`config.mk`:
```
export PLATFORM = sky130hd
export DESIGN_NAME = asrb_top
export DESIGN_NICKNAME = d
export VERILOG_FILES = /design/src/common/asrb_pkg.sv /design/src/hdl/asrb_top.sv /design/src/hdl/asrb_turns.sv
export SDC_FILE = /design/constraint.sdc
export NUM_CORES = 1
export LEC_CHECK = 0
export ABC_CLOCK_PERIOD_IN_PS = 5000
export BUFFER_PORTS_ARGS = -buffer_cell sky130_fd_sc_hd__buf_2
export CORE_ASPECT_RATIO = 0.6
export CORE_UTILIZATION = 36
export CTS_BUF_LIST = sky130_fd_sc_hd__clkbuf_4
export DETAILED_ROUTE_END_ITERATION = 7
export REMOVE_ABC_BUFFERS = 1
export SYNTH_ARGS = -nofsm -noshare
export SYNTH_HDL_FRONTEND = slang
export SYNTH_SLANG_ARGS = --single-unit
```
`constraint.sdc`:
```
create_clock -name core_clk_i -period 5 [get_ports core_clk_i]
set_input_delay 1.25 -clock core_clk_i [delete_from_list [all_inputs] [get_ports core_clk_i]]
set_output_delay 1.25 -clock core_clk_i [all_outputs]
set_load 0.005 [all_outputs]
```
`src/common/asrb_pkg.sv`:
```
// constants shared by the angle sensor host register bank and its turns counter
//=============================================================
//=============================================================
package asrb_pkg;
   // widths
   localparam int ADDR_W = 8;
   localparam int DATA_W = 13;
   localparam int ANG_W  = 12;
   localparam int TRN_W  = 12;
   localparam int FLT_W  = 7;
   localparam int CTL_W  = 5;
   localparam int OCT_W  = 3;

   //=============================================================
   // register offsets
   localparam logic [ADDR_W-1:0] OFS_ANGLE  = 8'h00;
   localparam logic [ADDR_W-1:0] OFS_TURNS  = 8'h02;
   localparam logic [ADDR_W-1:0] OFS_FLT1   = 8'h04;
   localparam logic [ADDR_W-1:0] OFS_FLT2   = 8'h05;
   localparam logic [ADDR_W-1:0] OFS_CTRL   = 8'h08;
   localparam logic [ADDR_W-1:0] OFS_UNLOCK = 8'h0f;

   //=============================================================
   // primary fault flag positions
   localparam int FP_SUPPLY   = 0;
   localparam int FP_MAGNET   = 1;
   localparam int FP_INTERNAL = 2;
   localparam int FP_REV_OVF  = 3;
   localparam int FP_OVERHEAT = 4;
   localparam int FP_NVM_FIX  = 5;
   localparam int FP_NVM_BAD  = 6;
   // secondary fault flag positions
   localparam int FS_RES0     = 0;
   localparam int FS_RES1     = 1;
   localparam int FS_SENSOR   = 3;
   localparam int FS_LOGIC    = 4;
   localparam int FS_LINK     = 6;
   // control field positions
   localparam int CB_FLT_CLR  = 0;
   localparam int CB_SLEEP    = 1;
   localparam int CB_RPM      = 2;
   localparam int CB_TRN_CLR  = 3;
   localparam int CB_SELFTEST = 4;
   // angle field starts above the always-zero bit
   localparam int ANG_LSB     = 1;

   //=============================================================
   // reset values and implemented-bit masks
   localparam logic [FLT_W-1:0] FLT1_RST  = 7'h01;
   localparam logic [FLT_W-1:0] FLT2_RST  = 7'h01;
   localparam logic [FLT_W-1:0] FLT2_IMPL = 7'h5b;
   localparam logic [ANG_W-1:0] ANG_RST   = 12'h000;
   localparam logic [TRN_W-1:0] TRN_RST   = 12'h000;
   localparam logic [DATA_W-1:0] DATA_ZERO = 13'h0000;
   // value is arbitrary
   localparam logic [DATA_W-1:0] UNLOCK_CODE_DFLT = 13'h0a5c;

   //=============================================================
   // turns counter octants and limits
   localparam logic [OCT_W-1:0] OCT_ZERO = 3'h0;
   localparam logic [OCT_W-1:0] OCT_HALF = 3'h4;
   localparam logic [OCT_W-1:0] OCT_ONE  = 3'h1;
   localparam logic [TRN_W-1:0] TRN_ONE  = 12'h001;
   localparam logic [TRN_W-1:0] TRN_MAX  = 12'h7ff;
   localparam logic [TRN_W-1:0] TRN_MIN  = 12'h800;
endpackage

```
`src/hdl/asrb_top.sv`:
```
// angle sensor host register bank: angle, turns, faults, control, unlock
`timescale 1ns/10ps
module asrb_top
   import asrb_pkg::*;
#(
   parameter logic [DATA_W-1:0] UNLOCK_CODE = UNLOCK_CODE_DFLT
)(
   // clock and reset
   input  wire logic              core_clk_i,
   input  wire logic              srst_i,
   // register port
   input  wire logic [ADDR_W-1:0] addr_i,
   input  wire logic              wr_i,
   input  wire logic [DATA_W-1:0] wr_data_i,
   input  wire logic              rd_i,
   output logic      [DATA_W-1:0] rd_data_o,
   output logic                   rd_valid_o,
   // angle measurement
   input  wire logic              sample_valid_i,
   input  wire logic [ANG_W-1:0]  raw_angle_i,
   input  wire logic              rotation_direction_sel_i,
   input  wire logic              turn_step_select_i,
   // fault events
   input  wire logic              supply_loss_i,
   input  wire logic              magnet_loss_i,
   input  wire logic              internal_logic_fault_i,
   input  wire logic              overheat_i,
   input  wire logic              nvm_corrected_i,
   input  wire logic              nvm_uncorrectable_i,
   input  wire logic              sensor_path_selftest_fault_i,
   input  wire logic              logic_selftest_fault_i,
   input  wire logic              link_coding_fault_i,
   // fault masks, one per flag bit
   input  wire logic [FLT_W-1:0]  fault_mask_first_i,
   input  wire logic [FLT_W-1:0]  fault_mask_second_i,
   // status and commands
   output logic                   err_summary_o,
   output logic                   ext_access_o,
   output logic                   selftest_launch_o,
   output logic                   rpm_mode_o,
   output logic                   sleep_kind_select_o
);
   logic [ANG_W-1:0]  current_angle;
   logic [ANG_W-1:0]  next_angle;
   logic [TRN_W-1:0]  turns_total;
   logic              turns_ovf;
   logic [FLT_W-1:0]  fault_flags_first;
   logic [FLT_W-1:0]  next_flt1;
   logic [FLT_W-1:0]  fault_flags_secondary;
   logic [FLT_W-1:0]  next_flt2;
   logic [FLT_W-1:0]  ev1;
   logic [FLT_W-1:0]  ev2;
   logic              next_summary;
   logic              next_rpm;
   logic              next_sleep;
   logic              next_launch;
   logic              next_access;
   logic [DATA_W-1:0] next_rd_data;
   logic              wr_ctrl;
   logic              wr_unlock;
   logic              fault_clear;
   logic              turns_clear;

   // address match, shared by write decode and read mux
   function automatic logic addr_hit(input logic [ADDR_W-1:0] a, input logic [ADDR_W-1:0] ofs);
      return a == ofs;
   endfunction

   //=============================================================
   // write decode
   // writes to read-only or unmapped offsets are dropped silently
   always_comb begin
      wr_ctrl     = wr_i && addr_hit(addr_i, OFS_CTRL);
      wr_unlock   = wr_i && addr_hit(addr_i, OFS_UNLOCK);
      fault_clear = wr_ctrl && wr_data_i[CB_FLT_CLR];
      turns_clear = wr_ctrl && wr_data_i[CB_TRN_CLR];
   end

   //=============================================================
   // angle path
   // direction applied here so counter and register see the same value
   always_comb begin
      next_angle = current_angle;
      if (sample_valid_i) begin
         if (rotation_direction_sel_i) begin
            next_angle = ANG_RST - raw_angle_i;
         end else begin
            next_angle = raw_angle_i;
         end
      end
   end

   always_ff @(posedge core_clk_i) begin
      if (srst_i) begin
         current_angle <= ANG_RST;
      end else begin
         current_angle <= next_angle;
      end
   end

   // counter updates on the same edge as the angle register
   asrb_turns u_turns (
      .core_clk_i     (core_clk_i),
      .srst_i         (srst_i),
      .sample_valid_i (sample_valid_i),
      .angle_i        (next_angle),
      .step45_i       (turn_step_select_i),
      .clear_i        (turns_clear),
      .turns_o        (turns_total),
      .ovf_o          (turns_ovf)
   );

   //=============================================================
   // fault flags
   // a new event in the clear cycle wins, so nothing is lost
   always_comb begin
      ev1              = '0;
      ev1[FP_SUPPLY]   = supply_loss_i;
      ev1[FP_MAGNET]   = magnet_loss_i;
      ev1[FP_INTERNAL] = internal_logic_fault_i;
      ev1[FP_REV_OVF]  = turns_ovf;
      ev1[FP_OVERHEAT] = overheat_i;
      ev1[FP_NVM_FIX]  = nvm_corrected_i;
      ev1[FP_NVM_BAD]  = nvm_uncorrectable_i;
      ev2              = '0;
      ev2[FS_SENSOR]   = sensor_path_selftest_fault_i;
      ev2[FS_LOGIC]    = logic_selftest_fault_i;
      ev2[FS_LINK]     = link_coding_fault_i;
      next_flt1        = ev1 | (fault_flags_first & ~{FLT_W{fault_clear}});
      next_flt2        = (ev2 | (fault_flags_secondary & ~{FLT_W{fault_clear}})) & FLT2_IMPL;
      // masks gate only the summary, never the flag itself
      next_summary     = |(next_flt1 & ~fault_mask_first_i) | |(next_flt2 & ~fault_mask_second_i);
   end

   always_ff @(posedge core_clk_i) begin
      if (srst_i) begin
         fault_flags_first     <= FLT1_RST;
         fault_flags_secondary <= FLT2_RST;
         err_summary_o         <= 1'b1;
      end else begin
         fault_flags_first     <= next_flt1;
         fault_flags_secondary <= next_flt2;
         err_summary_o         <= next_summary;
      end
   end

   //=============================================================
   // control register and unlock word
   // any other word written to the unlock offset withdraws access
   always_comb begin
      next_rpm    = rpm_mode_o;
      next_sleep  = sleep_kind_select_o;
      next_launch = wr_ctrl && wr_data_i[CB_SELFTEST];
      next_access = ext_access_o;
      if (wr_ctrl) begin
         next_rpm   = wr_data_i[CB_RPM];
         next_sleep = wr_data_i[CB_SLEEP];
      end
      if (wr_unlock) begin
         next_access = (wr_data_i == UNLOCK_CODE);
      end
   end

   always_ff @(posedge core_clk_i) begin
      if (srst_i) begin
         rpm_mode_o          <= 1'b0;
         sleep_kind_select_o <= 1'b0;
         selftest_launch_o   <= 1'b0;
         ext_access_o        <= 1'b0;
      end else begin
         rpm_mode_o          <= next_rpm;
         sleep_kind_select_o <= next_sleep;
         selftest_launch_o   <= next_launch;
         ext_access_o        <= next_access;
      end
   end

   //=============================================================
   // read mux
   // whole registers are captured in one cycle, so halves never mix
   always_comb begin
      next_rd_data = DATA_ZERO;
      if (addr_hit(addr_i, OFS_ANGLE)) begin
         next_rd_data = {current_angle, 1'b0};
      end else if (addr_hit(addr_i, OFS_TURNS)) begin
         next_rd_data = {1'b0, turns_total};
      end else if (addr_hit(addr_i, OFS_FLT1)) begin
         next_rd_data = {{(DATA_W-FLT_W){1'b0}}, fault_flags_first};
      end else if (addr_hit(addr_i, OFS_FLT2)) begin
         next_rd_data = {{(DATA_W-FLT_W){1'b0}}, fault_flags_secondary};
      end else if (addr_hit(addr_i, OFS_CTRL)) begin
         // command bits read zero, upper bits read zero
         next_rd_data = {{(DATA_W-CTL_W){1'b0}}, 2'b00, rpm_mode_o, sleep_kind_select_o, 1'b0};
      end
   end

   always_ff @(posedge core_clk_i) begin
      if (srst_i) begin
         rd_data_o  <= DATA_ZERO;
         rd_valid_o <= 1'b0;
      end else begin
         rd_data_o  <= rd_i ? next_rd_data : rd_data_o;
         rd_valid_o <= rd_i;
      end
   end

   //=============================================================
   // assertions
   property p_angle_read;
      @(posedge core_clk_i) disable iff (srst_i)
      (rd_i && addr_i == OFS_ANGLE) |=> rd_data_o == {$past(current_angle), 1'b0};
   endproperty
   a_angle_read: assert property (p_angle_read) else $error("angle read wrong");

   property p_angle_dir;
      @(posedge core_clk_i) disable iff (srst_i)
      (sample_valid_i && rotation_direction_sel_i) |=> current_angle == ANG_RST - $past(raw_angle_i);
   endproperty
   a_angle_dir: assert property (p_angle_dir) else $error("reversed angle wrong");

   property p_flt_hold;
      @(posedge core_clk_i) disable iff (srst_i)
      !$past(fault_clear) |-> (($past(fault_flags_first) & ~fault_flags_first) == '0);
   endproperty
   a_flt_hold: assert property (p_flt_hold) else $error("fault flag dropped");

   // summary is forced high in reset whatever the masks, so skip the edge just after it
   property p_summary;
      @(posedge core_clk_i) disable iff (srst_i)
      !$past(srst_i) |-> err_summary_o == (|(fault_flags_first & ~$past(fault_mask_first_i))
                      | |(fault_flags_secondary & ~$past(fault_mask_second_i)));
   endproperty
   a_summary: assert property (p_summary) else $error("summary mismatch");

   property p_masked_set;
      @(posedge core_clk_i) disable iff (srst_i)
      (magnet_loss_i && fault_mask_first_i[FP_MAGNET]) |=> fault_flags_first[FP_MAGNET];
   endproperty
   a_masked_set: assert property (p_masked_set) else $error("masked flag not set");

   property p_nvm_bad;
      @(posedge core_clk_i) disable iff (srst_i)
      nvm_uncorrectable_i |=> fault_flags_first[FP_NVM_BAD] ##1 (fault_flags_first[FP_NVM_BAD] || $past(fault_clear));
   endproperty
   a_nvm_bad: assert property (p_nvm_bad) else $error("nvm flag missing");

   property p_clear;
      @(posedge core_clk_i) disable iff (srst_i)
      (fault_clear && ev1 == '0) |=> fault_flags_first == '0;
   endproperty
   a_clear: assert property (p_clear) else $error("fault clear failed");

   property p_ctrl_read;
      @(posedge core_clk_i) disable iff (srst_i)
      (rd_i && addr_i == OFS_CTRL) |=> rd_data_o[CB_SELFTEST] == 1'b0 && rd_data_o[CB_TRN_CLR] == 1'b0
                                      && rd_data_o[CB_FLT_CLR] == 1'b0;
   endproperty
   a_ctrl_read: assert property (p_ctrl_read) else $error("command bit read one");

   property p_unlock;
      @(posedge core_clk_i) disable iff (srst_i)
      $rose(ext_access_o) |-> $past(wr_unlock && wr_data_i == UNLOCK_CODE);
   endproperty
   a_unlock: assert property (p_unlock) else $error("access without unlock");

   property p_same_edge;
      @(posedge core_clk_i) disable iff (srst_i)
      $changed(turns_total) && !$past(turns_clear) |-> $past(sample_valid_i);
   endproperty
   a_same_edge: assert property (p_same_edge) else $error("turns moved without sample");

   property p_turns_read;
      @(posedge core_clk_i) disable iff (srst_i)
      (rd_i && addr_i == OFS_TURNS) |=> rd_valid_o && rd_data_o == {1'b0, $past(turns_total)};
   endproperty
   a_turns_read: assert property (p_turns_read) else $error("turns read wrong");

   property p_flt2_upper;
      @(posedge core_clk_i) disable iff (srst_i)
      (rd_i && addr_i == OFS_FLT2) |=> rd_data_o[DATA_W-1:FLT_W] == '0;
   endproperty
   a_flt2_upper: assert property (p_flt2_upper) else $error("unused bits read one");

   property p_flt1_ro;
      @(posedge core_clk_i) disable iff (srst_i)
      (wr_i && addr_i == OFS_FLT1 && ev1 == '0) |=> $stable(fault_flags_first);
   endproperty
   a_flt1_ro: assert property (p_flt1_ro) else $error("fault register took a write");

   property p_ctrl_write;
      @(posedge core_clk_i) disable iff (srst_i)
      wr_ctrl |=> rpm_mode_o == $past(wr_data_i[CB_RPM]) && sleep_kind_select_o == $past(wr_data_i[CB_SLEEP]);
   endproperty
   a_ctrl_write: assert property (p_ctrl_write) else $error("control write lost");

   // launch is a pulse exactly one edge after the command write
   property p_launch;
      @(posedge core_clk_i) disable iff (srst_i)
      !$past(srst_i) |-> selftest_launch_o == $past(wr_ctrl && wr_data_i[CB_SELFTEST]);
   endproperty
   a_launch: assert property (p_launch) else $error("launch pulse wrong");

   c_launch: cover property (@(posedge core_clk_i) disable iff (srst_i) selftest_launch_o);
   c_unlock: cover property (@(posedge core_clk_i) disable iff (srst_i) $rose(ext_access_o));
   c_clear:  cover property (@(posedge core_clk_i) disable iff (srst_i) fault_clear ##1 !err_summary_o);
   c_turn:   cover property (@(posedge core_clk_i) disable iff (srst_i) $changed(turns_total));
endmodule // asrb_top

```
`src/hdl/asrb_turns.sv`:
```
// turns counter: counts threshold crossings of the directed angle
`timescale 1ns/10ps
module asrb_turns
   import asrb_pkg::*;
(
   // clock and reset
   input  wire logic             core_clk_i,
   input  wire logic             srst_i,
   // directed angle samples
   input  wire logic             sample_valid_i,
   input  wire logic [ANG_W-1:0] angle_i,
   input  wire logic             step45_i,
   input  wire logic             clear_i,
   // count
   output logic      [TRN_W-1:0] turns_o,
   output logic                  ovf_o
);
   logic [OCT_W-1:0] prev_oct;
   logic [OCT_W-1:0] next_prev_oct;
   logic             primed;
   logic             next_primed;
   logic [TRN_W-1:0] next_turns;
   logic             next_ovf;
   logic [OCT_W-1:0] oct;
   logic             cnt_f;
   logic             cnt_b;

   // a boundary at the start of octant b counts in this threshold mode
   function automatic logic counted(input logic [OCT_W-1:0] b, input logic s45);
      return s45 || (b == OCT_ZERO) || (b == OCT_HALF);
   endfunction

   // samples must move no more than 45 degrees apart, else crossings are missed
   always_comb begin
      oct           = angle_i[ANG_W-1 -: OCT_W];
      cnt_f         = primed && (oct == prev_oct + OCT_ONE) && counted(oct, step45_i);
      cnt_b         = primed && (oct == prev_oct - OCT_ONE) && counted(prev_oct, step45_i);
      next_turns    = turns_o;
      next_ovf      = 1'b0;
      next_prev_oct = prev_oct;
      next_primed   = primed;
      if (clear_i) begin
         next_turns = TRN_RST;
      end else if (sample_valid_i && cnt_f) begin
         next_turns = turns_o + TRN_ONE;
         next_ovf   = (turns_o == TRN_MAX);
      end else if (sample_valid_i && cnt_b) begin
         next_turns = turns_o - TRN_ONE;
         next_ovf   = (turns_o == TRN_MIN);
      end
      if (sample_valid_i) begin
         next_prev_oct = oct;
         next_primed   = 1'b1;
      end
   end

   // state registers
   always_ff @(posedge core_clk_i) begin
      if (srst_i) begin
         turns_o  <= TRN_RST;
         ovf_o    <= 1'b0;
         prev_oct <= OCT_ZERO;
         primed   <= 1'b0;
      end else begin
         turns_o  <= next_turns;
         ovf_o    <= next_ovf;
         prev_oct <= next_prev_oct;
         primed   <= next_primed;
      end
   end

   //=============================================================
   // assertions
   property p_step45_fwd;
      @(posedge core_clk_i) disable iff (srst_i)
      (sample_valid_i && !clear_i && step45_i && primed && oct == prev_oct + OCT_ONE)
         |=> turns_o == $past(turns_o) + TRN_ONE;
   endproperty
   a_step45_fwd: assert property (p_step45_fwd) else $error("missed 45 degree step");

   property p_half_skip;
      @(posedge core_clk_i) disable iff (srst_i)
      (sample_valid_i && !clear_i && !step45_i && primed && oct == prev_oct + OCT_ONE
       && oct != OCT_ZERO && oct != OCT_HALF) |=> turns_o == $past(turns_o);
   endproperty
   a_half_skip: assert property (p_half_skip) else $error("counted non half boundary");

   property p_back_wrap;
      @(posedge core_clk_i) disable iff (srst_i)
      (sample_valid_i && !clear_i && primed && oct == prev_oct - OCT_ONE && prev_oct == OCT_ZERO
       && turns_o == TRN_RST) |=> turns_o == TRN_RST - TRN_ONE;
   endproperty
   a_back_wrap: assert property (p_back_wrap) else $error("minus one not all ones");
endmodule // asrb_turns

```
Word level (Yosys, flattened, before mapping)
Index checks and enable logic that the tools add are counted.
- register bits: 62
- input port bits: 63
- word-level logic and storage cells: 76
- $add $sub $neg: 5
- equal/unequal tests: 12
- multiplexer cells: 11
- bitwise gates (word level): 10
- reduce and logical (&&, ||, !) cells: 22
- operator list (operator ; number):
    $mux W12 ; 5
    $and A7 B7 Y7 ; 4
    $not A7 Y7 ; 3
    $eq A8 B3 Y1 const B ; 2
    $eq A8 B4 Y1 const B ; 2
    $mux W7 ; 2
    $or A7 B7 Y7 ; 2
    $reduce_or A7 Y1 ; 2
    $eq A13 B12 Y1 const B ; 1
    $mux W13 ; 1
    $add A12 B1 Y12 const B ; 1
    $eq A12 B11 Y1 const B ; 1
    $eq A12 B12 Y1 const B ; 1
    $sub A1 B12 Y12 const A ; 1
    $sub A12 B1 Y12 const B ; 1
    $logic_and A1 B1 Y1 ; 11
    $eq A8 B2 Y1 const B ; 1
    $logic_not A8 Y1 ; 1
    $eq A3 B3 Y1 ; 2
    $eq A3 B3 Y1 const B ; 2
    $logic_not A3 Y1 ; 2
    $logic_or A1 B1 Y1 ; 4
    $add A3 B1 Y3 const B ; 1
    $mux W3 ; 1
    other kinds (5) ; 6

Longest topological paths before layout
Gate-level depths: netlist of the first run.
- depth after elaboration: 9
- depth in mapped cells: 17

Modules after synthesis
A second synthesis of the first run with hierarchy kept.
- cells, all modules: 434
- area total of the unflattened synthesis: 3678.5 um2
- by module, submodules not included (module ; times used ; cells an instance ; area each (um2) ; sequential area each (um2)):
    asrb_top ; 1 ; 277 ; 2358.5 ; 860.8
    asrb_turns ; 1 ; 157 ; 1320.0 ; 340.3

Worst setup path before layout of the first run
OpenSTA, ideal clock, no wires.
- path type: input port to flip-flop
- from: input port raw_angle_i[0]
- to: register u_turns.turns_o[9]
- arrival: 5032 ps
- data required time: 4878 ps
- slack: -154 ps
- stages on the path: 16
- path buffers: 1
- cell sequence: inv_1 > ha_1 > or4b_2 > or4_1 > and3_1 > o31ai_1 > nand3b_1 > clkbuf_1 > ha_1 > a211oi_1 > o21ai_0 > a41oi_1 > nand2b_1 > or2_2 > nand3_1 > o21ai_0
- word-level cells in the longest chain between the ends: 9
- elaborated cells on any way between the ends: 17
- those cells by class: 1 x add/sub; 3 x eq/ne; 3 x mux; 10 x reduce/logical
- RTL lines (element ; line ; text):
    start, declared ; asrb_top.sv:20 ; input wire logic [ANG_W-1:0] raw_angle_i,
    $sub A1 B12 Y12 * ; asrb_top.sv:86 ; next_angle = ANG_RST - raw_angle_i;
    $mux W12 * ; asrb_top.sv:85 ; if (rotation_direction_sel_i) begin
    $mux W12 * ; asrb_top.sv:84 ; if (sample_valid_i) begin
    $logic_not A3 Y1 ; asrb_turns.sv:30 ; return s45 || (b == OCT_ZERO) || (b == OCT_HALF);
    $logic_or A1 B1 Y1 (2 in a row) ; asrb_turns.sv:30 ;
    $logic_and A1 B1 Y1 ; asrb_turns.sv:36 ; cnt_f = primed && (oct == prev_oct + OCT_ONE) && counted(oct, step45_i);
    $logic_and A1 B1 Y1 ; asrb_turns.sv:44 ; end else if (sample_valid_i && cnt_f) begin
    $mux W12 / $reduce_bool A2 Y1 (equally long branches) ; n/a ;
    end signal, assigned ; asrb_turns.sv:65 ; turns_o <= next_turns;
    end, declared ; asrb_turns.sv:15 ; output logic [TRN_W-1:0] turns_o,
Every way passes the cells marked *; elsewhere a longest branch is shown, timed or not.
A chain may end at the register's enable or synchronous reset.

Worst setup path after layout of the first run
- from: input port raw_angle_i[0]
- to: register u_turns.turns_o[10]
The elaborated chain is that of the path after synthesis.

==> reports/results.ini, run 1 <==
[synthesis]
synth.area.top_cells = dfxtp_1, nor2_1, ha_1
synth_edf_count = 0
synthCells = 415
synth_ff_type = dfxtp_1
yosysTopAreaCell = dfxtp_1
synth.top_cell.area_share = 0.340
seq_area_frac_synth = 0.340
ys_async_sr_fraction = 0
yosysUniqueCellTypes = 61
synth_area_mm2 = 0.00353
synth_seq_cells = 60
yosysWarnings = 0
avgSynthCellArea_um2 = 8.52

[global_route]
grt_pass1_wl_um = 16100
grt_pass1_vias = 3258
grt.overflow.total = 0
grt_max_degree = 34
antenna_found_initial = 0
track_usage = 0.202

[run]
maxCapViolCount = 0

[die]
die-area_mm2 = 0.0102
die_x_um = 130
core_area_mm2 = 0.00936
io_pins = 82
num_rows = 27
die_y_um = 78.8
start_util = 0.378

[timing]
tns_ns = 0
finalMaxSlewViolations = 0
setup_viol = 0
hold_ws_ns = 0.477
fmax_mhz = 208
relSlewSlack = 0.390
finClkSkew_ns = 0.0119
hold_viol_final = 0
worst_pin_slew_ns = 0.916
finalCritPeriodShare = 0.962
min_period_ns = 4.81

[routing]
viasPerCell = 5.39
vias = 3515
antenna_left = 0
drc = 0
wl_um = 9840
first_pass_iters = 4
drt-initial-drc-count = 248
post_drt_wl_per_cell_um = 15.1

[final_layout]
final_cells = 652
diodes = 0
syn2layout_area_growth_pct = 25.1
final_core_util = 0.473
register_area_mm2 = 0.00120
nNetsFinal = 595
drive_gt1_frac = 0.305
multiInputGateArea_mm2 = 0.00221
fillerInstances = 925

[critical_path]
worst-setup-path-type = in -> reg
worstPathArrival_ns = 5.09
cp-start-kind = input port
critPathCaptureType = flip-flop
reg2reg_slack_ns = 1.68
crit_path_max_fanout = 4
crit_required_ns = 5.28

[placement]
gp_congestion = 0.834
dp_cells = 635
hpwl_um = 7420
io_buffers = 79

[cts]
cts_root_buf = clkbuf_4
cts_max_path_buffers = 2
cts.htree.levels = 3
cts.sinks = 60
cts_buffers = 9
path_clk_slew_ns = 0.10
cts_tree = yes
clock_latency_ns = 0.41

[pwr]
leakagePower_nw = 1.82
ir_drop_v = 0.0000737
powerDensity_mw_per_mm2 = 244

[outcome]
status = complete, no violations

[hold_path]
holdCritPathClass = reg -> reg

[cell type report]
class,count,area share
clock buffer,10,0.0170
multi-input combinational,315,0.500
sequential,60,0.272
tap,130,0.0368
timing repair buffer,118,0.156
inverter,13,0.0110
clock inverter,6,0.00707
[cells by family (layout without fill, tap and decap cells)]
kind of cell,Yosys count,in the layout,synth area share
compound gates,114,114,0.235
xor+xnor,20,20,0.0577
fa+ha+maj,15,15,0.0552
buf+inv,40,147,0.0450
flops,60,60,0.340
mux,11,11,0.0312
simple gates,155,155,0.236
[registers in the layout, indices dropped and copies added (netlist names)]
signal / cells
u_turns.turns_o: 12
fault_flags_secondary: 5
u_turns.primed: 1
rd_data_o: 13
rd_valid_o: 1
selftest_launch_o: 1
sleep_kind_select_o: 1
current_angle: 12
err_summary_o: 1
u_turns.prev_oct: 3
rpm_mode_o: 1
ext_access_o: 1
u_turns.ovf_o: 1
fault_flags_first: 7
[cell usage after synthesis (all sizes together) (2+ instances only)]
library cell,number
nand4,14
nand2b,5
a211oi,23
or4b,2
o21ai,12
o31ai,12
a221oi,4
a31oi,4
nand2,20
nor2b,6
clkbuf,24
o21bai,2
o41ai,2
nand4b,4
and2,2
a22oi,7
a311oi,3
ha,14
dfxtp,60
and3,2
mux2i,11
a21oi,23
nor2,51
nor4,10
xnor2,5
or2,4
xor2,13
buf,3
or4,6
nor3b,2
nand3,7
nand3b,3
nor4b,4
o22ai,5
inv,13
a21o,5
nor3,9
[critical path, cell delays in order]
cell and delay (ns):
buf_2 0.11, inv_1 0.05, ha_1 0.17, or4b_2 0.61, or4_1 0.52, and3_1 0.19, o31ai_2 0.26, nand3b_1 0.27
buf_4 0.22, ha_1 0.29, buf_4 0.15, o21a_1 0.11, o211ai_1 0.23, a31oi_2 0.15, a311oi_1 0.43, o31ai_2 0.08
[repair_timing]
action	CTS	global route
hold buffers	0	0
buffers inserted	0	1
resized for setup	0	8
setup endpoints to repair	0	4
[placed cells by master (no fill, tap or decap), drive strengths merged, types with 7 or more instances in the layout]
master	instances
nor2	51
ha	14
mux2i	11
a22oi	7
dfxtp	60
nand3	7
clkbuf	10
a21oi	23
a211oi	23
nand2	20
buf	118
nand4	14
inv	13
nor4	10
o21ai	12
xor2	13
nor3	9
o31ai	12
[final timing paths]
path | start | to | depth (start not counted)
max reg2reg | current_angle[9] | u_turns.turns_o[10] | 15
max | raw_angle_i[0] | u_turns.turns_o[10] | 16
min | fault_flags_secondary[1] | fault_flags_secondary[1] | 2
min reg2reg | fault_flags_secondary[1] | fault_flags_secondary[1] | 2
[metal layers]
metal | part of all wire | vias to the layer above | GRT usage | wire (um)
met4 | 0.0047 | 0 | 0.0395 | 46
met2 | 0.41 | 84 | 0.290 | 4040
met5 | 0 | - | 0 | 0
met1 | 0.53 | 1658 | 0.298 | 5230
met3 | 0.053 | 5 | 0.0526 | 517
li1 | - | 1768 | - | -
[where the power goes]
part	total, W	switching [W]	leakage [nW]	internal [W]
Combinational	0.000270	0.000140	1.27	0.000130
Clock	0.000286	0.000184	0.0634	0.000103
Sequential	0.000523	0.0000207	0.493	0.000503
Total	0.00108	0.000345	1.82	0.000735
[through the flow]
step / total power (W) / setup slack (ns) / instance area, um^2
final: 0.00108 / 0.189 / 4420
after global routing: 0.00115 / -0.0187 / 4420
after CTS: 0.00108 / 0.0538 / 4380
after detailed placement: 0.000794 / -0.390 / 4270
after global placement: 0.000788 / -0.333 / 4270
after floorplan: 0.000676 / -0.293 / 3420
Note: power is estimated with default switching activity, not from simulation.
==> inputs of run 2 (changes only) <==
--- a/config.mk
+++ b/config.mk
@@ -5,9 +5,9 @@
 export SDC_FILE = /design/constraint.sdc
 export NUM_CORES = 1
 export LEC_CHECK = 0
-export ABC_CLOCK_PERIOD_IN_PS = 5000
+export ABC_CLOCK_PERIOD_IN_PS = 6200
 export BUFFER_PORTS_ARGS = -buffer_cell sky130_fd_sc_hd__buf_2
-export CORE_ASPECT_RATIO = 0.6
+export CORE_ASPECT_RATIO = 0.7
 export CORE_UTILIZATION = 36
 export CTS_BUF_LIST = sky130_fd_sc_hd__clkbuf_4
 export DETAILED_ROUTE_END_ITERATION = 7
==> constraint.sdc (replaced) <==
create_clock -name core_clk_i -period 6.2 [get_ports core_clk_i]
set_input_delay 1.55 -clock core_clk_i [delete_from_list [all_inputs] [get_ports core_clk_i]]
set_output_delay 1.55 -clock core_clk_i [all_outputs]
set_load 0.005 [all_outputs]
==> run 2 against run 1 <==
  * Non-clock buffer count down 33
  * Sequential share of layout area up 1.4 points
  * Final area decreased by 4.8%
  * Total power shrank 10%
  * Setup slack gained 0.56 ns
==> reports/results.ini, run 2 (synthesis gave the netlist of run 1 again) <==
[outcome]
status = complete, no violations

[critical_path]
crit_path_max_fanout = 13
cp-start-kind = input port
worst-setup-path-type = in -> reg
worstPathCellList = buf_2 > or4_1 > a221oi_1 > nor4bb_1 > xnor3_1 > nand3b_1 > buf_4 > inv_1 > fa_1 > nor2b_1 > o21a_1 > o211ai_1 > a31oi_1 > nor4_1 > a311oi_1 > o31ai_2
critPathCaptureType = flip-flop
slowest_delay_ns = 0.68
cpMaxStageDelayCell = or4_1
crit_required_ns = 6.48
r2r_cells = 14
worstPathArrival_ns = 5.72

[final_layout]
final_common_cell = buf_2
drive_gt1_frac = 0.245
syn2layout_area_growth_pct = 19.2
diodes = 0
nNetsFinal = 562
final_cell_mix = buf_2, dfxtp_1, nor2_1
largestRegisters = rd_data_o: 13 flops, current_angle: 12 flops, u_turns.turns_o: 12 flops
fin_area_mm2 = 0.00421
top_register = rd_data_o
largest_reg_flops = 13
final_core_util = 0.454
final_cells = 613

[routing]
vias = 3388
dr_wl_met2_um = 3960
drc = 0
viasPerCell = 5.53
wl_um = 9330
antenna_left = 0
routed-wl-met3_um = 502
top_layer_used = met4
post_drt_wl_per_cell_um = 15.2
wl_met1_um = 4800
first_pass_iters = 4
drt-initial-drc-count = 151

[pwr]
p_comb_frac = 0.197
p_clk_frac = 0.370
p_sw_w = 0.000272
power_frac_seq = 0.433
p_int_w = 0.000700
p_sw_frac = 0.280
leakagePower_nw = 1.69
powerDensity_mw_per_mm2 = 231
ir_drop_v = 0.0000768

[global_route]
antenna_found_initial = 0
grt_pass1_vias = 3180
grt_pass1_wl_um = 15200
grt.overflow.total = 0
grt_max_degree = 49
track_usage = 0.187

[timing]
hold_viol_final = 0
tns_ns = 0
finalCritPeriodShare = 0.879
setup_viol = 0
finalMaxSlewViolations = 0
hold_ws_ns = 0.476
min_period_ns = 5.45
relSlewSlack = 0.429
worst_pin_slew_ns = 0.857
finClkSkew_ns = 0.0176
fmax_mhz = 184
rsz0062_at_grt = no

[cts]
cts_max_path_buffers = 2
post-cts-setup-buffers = 0
cts_tree = yes
cts_root_buf = clkbuf_4
ctsHoldBuffers = 0
cts.sinks = 60
cts.htree.levels = 3
post_cts_resize_count = 0
clock_latency_ns = 0.41
cts_buffers = 9
path_clk_slew_ns = 0.11

[die]
core_area_mm2 = 0.00929
io_pins = 82
num_rows = 29
start_util = 0.381
die_y_um = 84.9
die_x_um = 120
die-area_mm2 = 0.0102

[placement]
dp_cells = 597
hpwl_um = 7050
placed_cell_area_mm2 = 0.00403
io_buffers = 79
gp_congestion = 0.802

[run]
maxCapViolCount = 0

[hold_path]
holdCritPathClass = reg -> reg
worstHoldPathCells = 2

run 2: cell count changes in the layout (fill, tap and decap cells not counted), sizes merged:
| cell | change |
|---|---|
| bufinv | +3 |
| clkinv | -3 |
| buf | -33 |
| clkinvlp | -1 |
| inv | +1 |
run 2: worst max-delay path: cells and delay by family:
family	cells	cell delay [ns]
and+or+nand+nor	5	1.60
AOI/OAI and AO/OA	6	1.41
buffers and inverters	3	0.40
adders and majority gates	1	0.39
xor gates and xnor gates	1	0.35
run 2: worst paths after layout:
check | start | to | slack, ns
worst max-delay path | raw_angle_i[0] | u_turns.turns_o[10] | 0.75
worst max register to register | current_angle[11] | u_turns.turns_o[10] | 2.58
worst min register to register | fault_flags_secondary[1] | fault_flags_secondary[1] | 0.48
worst min-delay path | fault_flags_secondary[1] | fault_flags_secondary[1] | 0.48
run 2: power by group through the flow:
stage	Combinational [W]	Sequential (W)	Clock, W
finish	0.000191	0.000421	0.000359
CTS	0.000190	0.000421	0.000368
detailed placement	0.000189	0.000430	0
global placement	0.000184	0.000429	0
floorplan	0.000120	0.000425	0
global route	0.000213	0.000424	0.000383
run 2: final cells by class:
cell class | count | area [um^2]
sequential | 60 | 1200
multi-input combinational | 315 | 2180
clock inverter | 6 | 111
tap | 124 | 155
timing repair buffer | 85 | 440
clock buffer | 10 | 75.1
fill | 970 | 5080
inverter | 13 | 48.8
run 2: per-layer routing:
metal  global-route usage  vias up
met4               0.0438        0
met5                    0        -
met1                0.267     1602
li1                     -     1708
met2                0.284       70
met3               0.0417        8
run 2: stage by stage:
step,setup slack [ns],total power [W]
floorplan,0.607,0.000545
global placement,0.596,0.000613
detailed placement,0.419,0.000619
CTS,0.861,0.000979
global route,0.613,0.00102
finish,0.753,0.000971
==> inputs of run 3 (changes only) <==
--- a/config.mk
+++ b/config.mk
@@ -11,6 +11,7 @@
 export CORE_UTILIZATION = 36
 export CTS_BUF_LIST = sky130_fd_sc_hd__clkbuf_4
 export DETAILED_ROUTE_END_ITERATION = 7
+export PLACE_DENSITY = 0.55
 export REMOVE_ABC_BUFFERS = 1
 export SYNTH_ARGS = -nofsm -noshare
 export SYNTH_HDL_FRONTEND = slang
==> run 3 against run 2 <==
  * Sequential share of layout area grew 0.12 points
  * Setup slack is essentially flat
  * Combinational power is essentially flat
  * Cell count shrank 0.16%
  * Highest routed layer unchanged
  * First-iteration DRC count grew 78%
  * Clock power shrank 10%
  * Clock-buffer cell count is the same
  * Utilization shrank 0.19 points
==> reports/results.ini, run 3 (synthesis gave the netlist of run 1 again) <==
[cts]
cts_max_path_buffers = 2
cts_root_buf = clkbuf_4
post_cts_resize_count = 0
post-cts-setup-buffers = 0
path_clk_slew_ns = 0.10
ctsHoldBuffers = 0
cts.htree.levels = 3
cts_buffers = 9
clock_latency_ns = 0.42
cts_tree = yes
cts.sinks = 60

[hold_path]
holdPathEnd = fault_flags_secondary[1]
holdCritPathClass = reg -> reg
hold_path.startpoint = fault_flags_secondary[1]
worstHoldPathCells = 2

[timing]
setup_viol = 0
finalMaxSlewViolations = 0
finClkSkew_ns = 0.0230
finalCritPeriodShare = 0.879
min_period_ns = 5.45
tns_ns = 0
worst_pin_slew_ns = 0.959
hold_ws_ns = 0.468
rsz0062_at_grt = no
fmax_mhz = 184
relSlewSlack = 0.361
hold_viol_final = 0

[routing]
antenna_left = 0
post_drt_wl_per_cell_um = 15.3
drc = 0
first_pass_iters = 4
viasPerCell = 5.43
vias = 3324
wl_um = 9380
drt-initial-drc-count = 269

[global_route]
grt_use_met2 = 0.260
met1_usage = 0.298
grt_pass1_wl_um = 15600
grt.overflow.total = 0
track_usage = 0.192
busiest_layer = met1
grt_pass1_vias = 3089
grt_max_degree = 49
grt_use_met3 = 0.0531
antenna_found_initial = 0

[pwr]
leakagePower_nw = 1.68
ir_drop_v = 0.0000828
powerDensity_mw_per_mm2 = 222

[final_layout]
fillerInstances = 948
diodes = 0
nNetsFinal = 561
drive_gt1_frac = 0.246
top_register = rd_data_o
final_cell_mix = buf_2, dfxtp_1, nor2_1
final_common_cell = buf_2
multiInputGateArea_mm2 = 0.00218
syn2layout_area_growth_pct = 18.7
largest_reg_flops = 13
register_area_mm2 = 0.00120
largestRegisters = rd_data_o: 13 flops, current_angle: 12 flops, u_turns.turns_o: 12 flops

[die]
io_pins = 82
die_x_um = 120
core_area_mm2 = 0.00929
die_y_um = 84.9
num_rows = 29
die-area_mm2 = 0.0102
start_util = 0.381

[placement]
io_buffers = 79
hpwl_um = 6980
gp_congestion = 0.774

[critical_path]
worst-setup-path-type = in -> reg
reg2reg_slack_ns = 2.55
r2r-end = u_turns.turns_o[11]
r2r_cells = 12
worstPathArrival_ns = 5.78
critPathCaptureType = flip-flop
timing.rr.start = current_angle[9]
crit_path_max_fanout = 25
crit_required_ns = 6.54
cp-start-kind = input port

[run]
maxCapViolCount = 0

[outcome]
status = complete, no violations

run 3: cell types whose count changed in the layout (fill, tap and decap cells not counted), sizes merged:
| cell | change |
|---|---|
| clkinvlp | +2 |
| bufinv | -1 |
| buf | -1 |
| inv | -1 |
run 3: where the power goes:
part           internal, W  leakage (nW)  switching [W]
sequential        0.000405         0.493      0.0000162
combinational    0.0000848          1.10       0.000105
clock             0.000168        0.0826       0.000154
total             0.000658          1.68       0.000275
run 3: layout make-up:
type / instances / share of cell area
Multi-Input combinational cell: 315 / 0.520
Clock buffer: 10 / 0.0179
Sequential cell: 60 / 0.286
Timing Repair Buffer: 84 / 0.106
Tap cell: 124 / 0.0370
Clock inverter: 6 / 0.0212
Inverter: 13 / 0.0116
run 3: metal layers:
layer / up-vias / share of wire / routed length (um)
met5: - / 0 / 0
met4: 0 / 0.0069 / 65
met1: 1549 / 0.54 / 5040
met3: 7 / 0.044 / 413
li1: 1705 / - / -
met2: 63 / 0.41 / 3850
run 3: critical path, stage by stage:
cell and delay [ns]:
buf_2 0.13, inv_1 0.06, ha_1 0.19, or4b_2 0.61, or4_1 0.51, and3_1 0.20
o31ai_1 0.35, nand3b_1 0.19, buf_12 0.20, ha_1 0.35, o21ai_0 0.12, o21ai_0 0.30
a41oi_1 0.20, a211oi_1 0.34, mux2i_1 0.27, mux2i_1 0.19
run 3: how the worst max path moves through the flow:
stage	startpoint	endpoint	slack, ns	cells after the start
final	raw_angle_i[0]	u_turns.turns_o[11]	0.75	16
after global routing	raw_angle_i[0]	u_turns.turns_o[11]	0.50	16
after CTS	raw_angle_i[0]	u_turns.turns_o[11]	0.80	16
after detailed placement	raw_angle_i[0]	u_turns.turns_o[11]	0.42	16
after global placement	raw_angle_i[0]	u_turns.turns_o[11]	0.47	16
after floorplan	raw_angle_i[0]	u_turns.turns_o[9]	0.61	15
run 3: through the flow:
step	util	area [um^2]	cells	power (W)	setup WS, ns
after floorplan	-	3420	388	0.000545	0.607
after global routing	0.452	4200	612	0.000986	0.497
after global placement	0.434	4030	596	0.000615	0.469
after detailed placement	0.434	4030	596	0.000619	0.420
after CTS	0.452	4200	612	0.000940	0.801
final	0.452	4200	612	0.000933	0.753
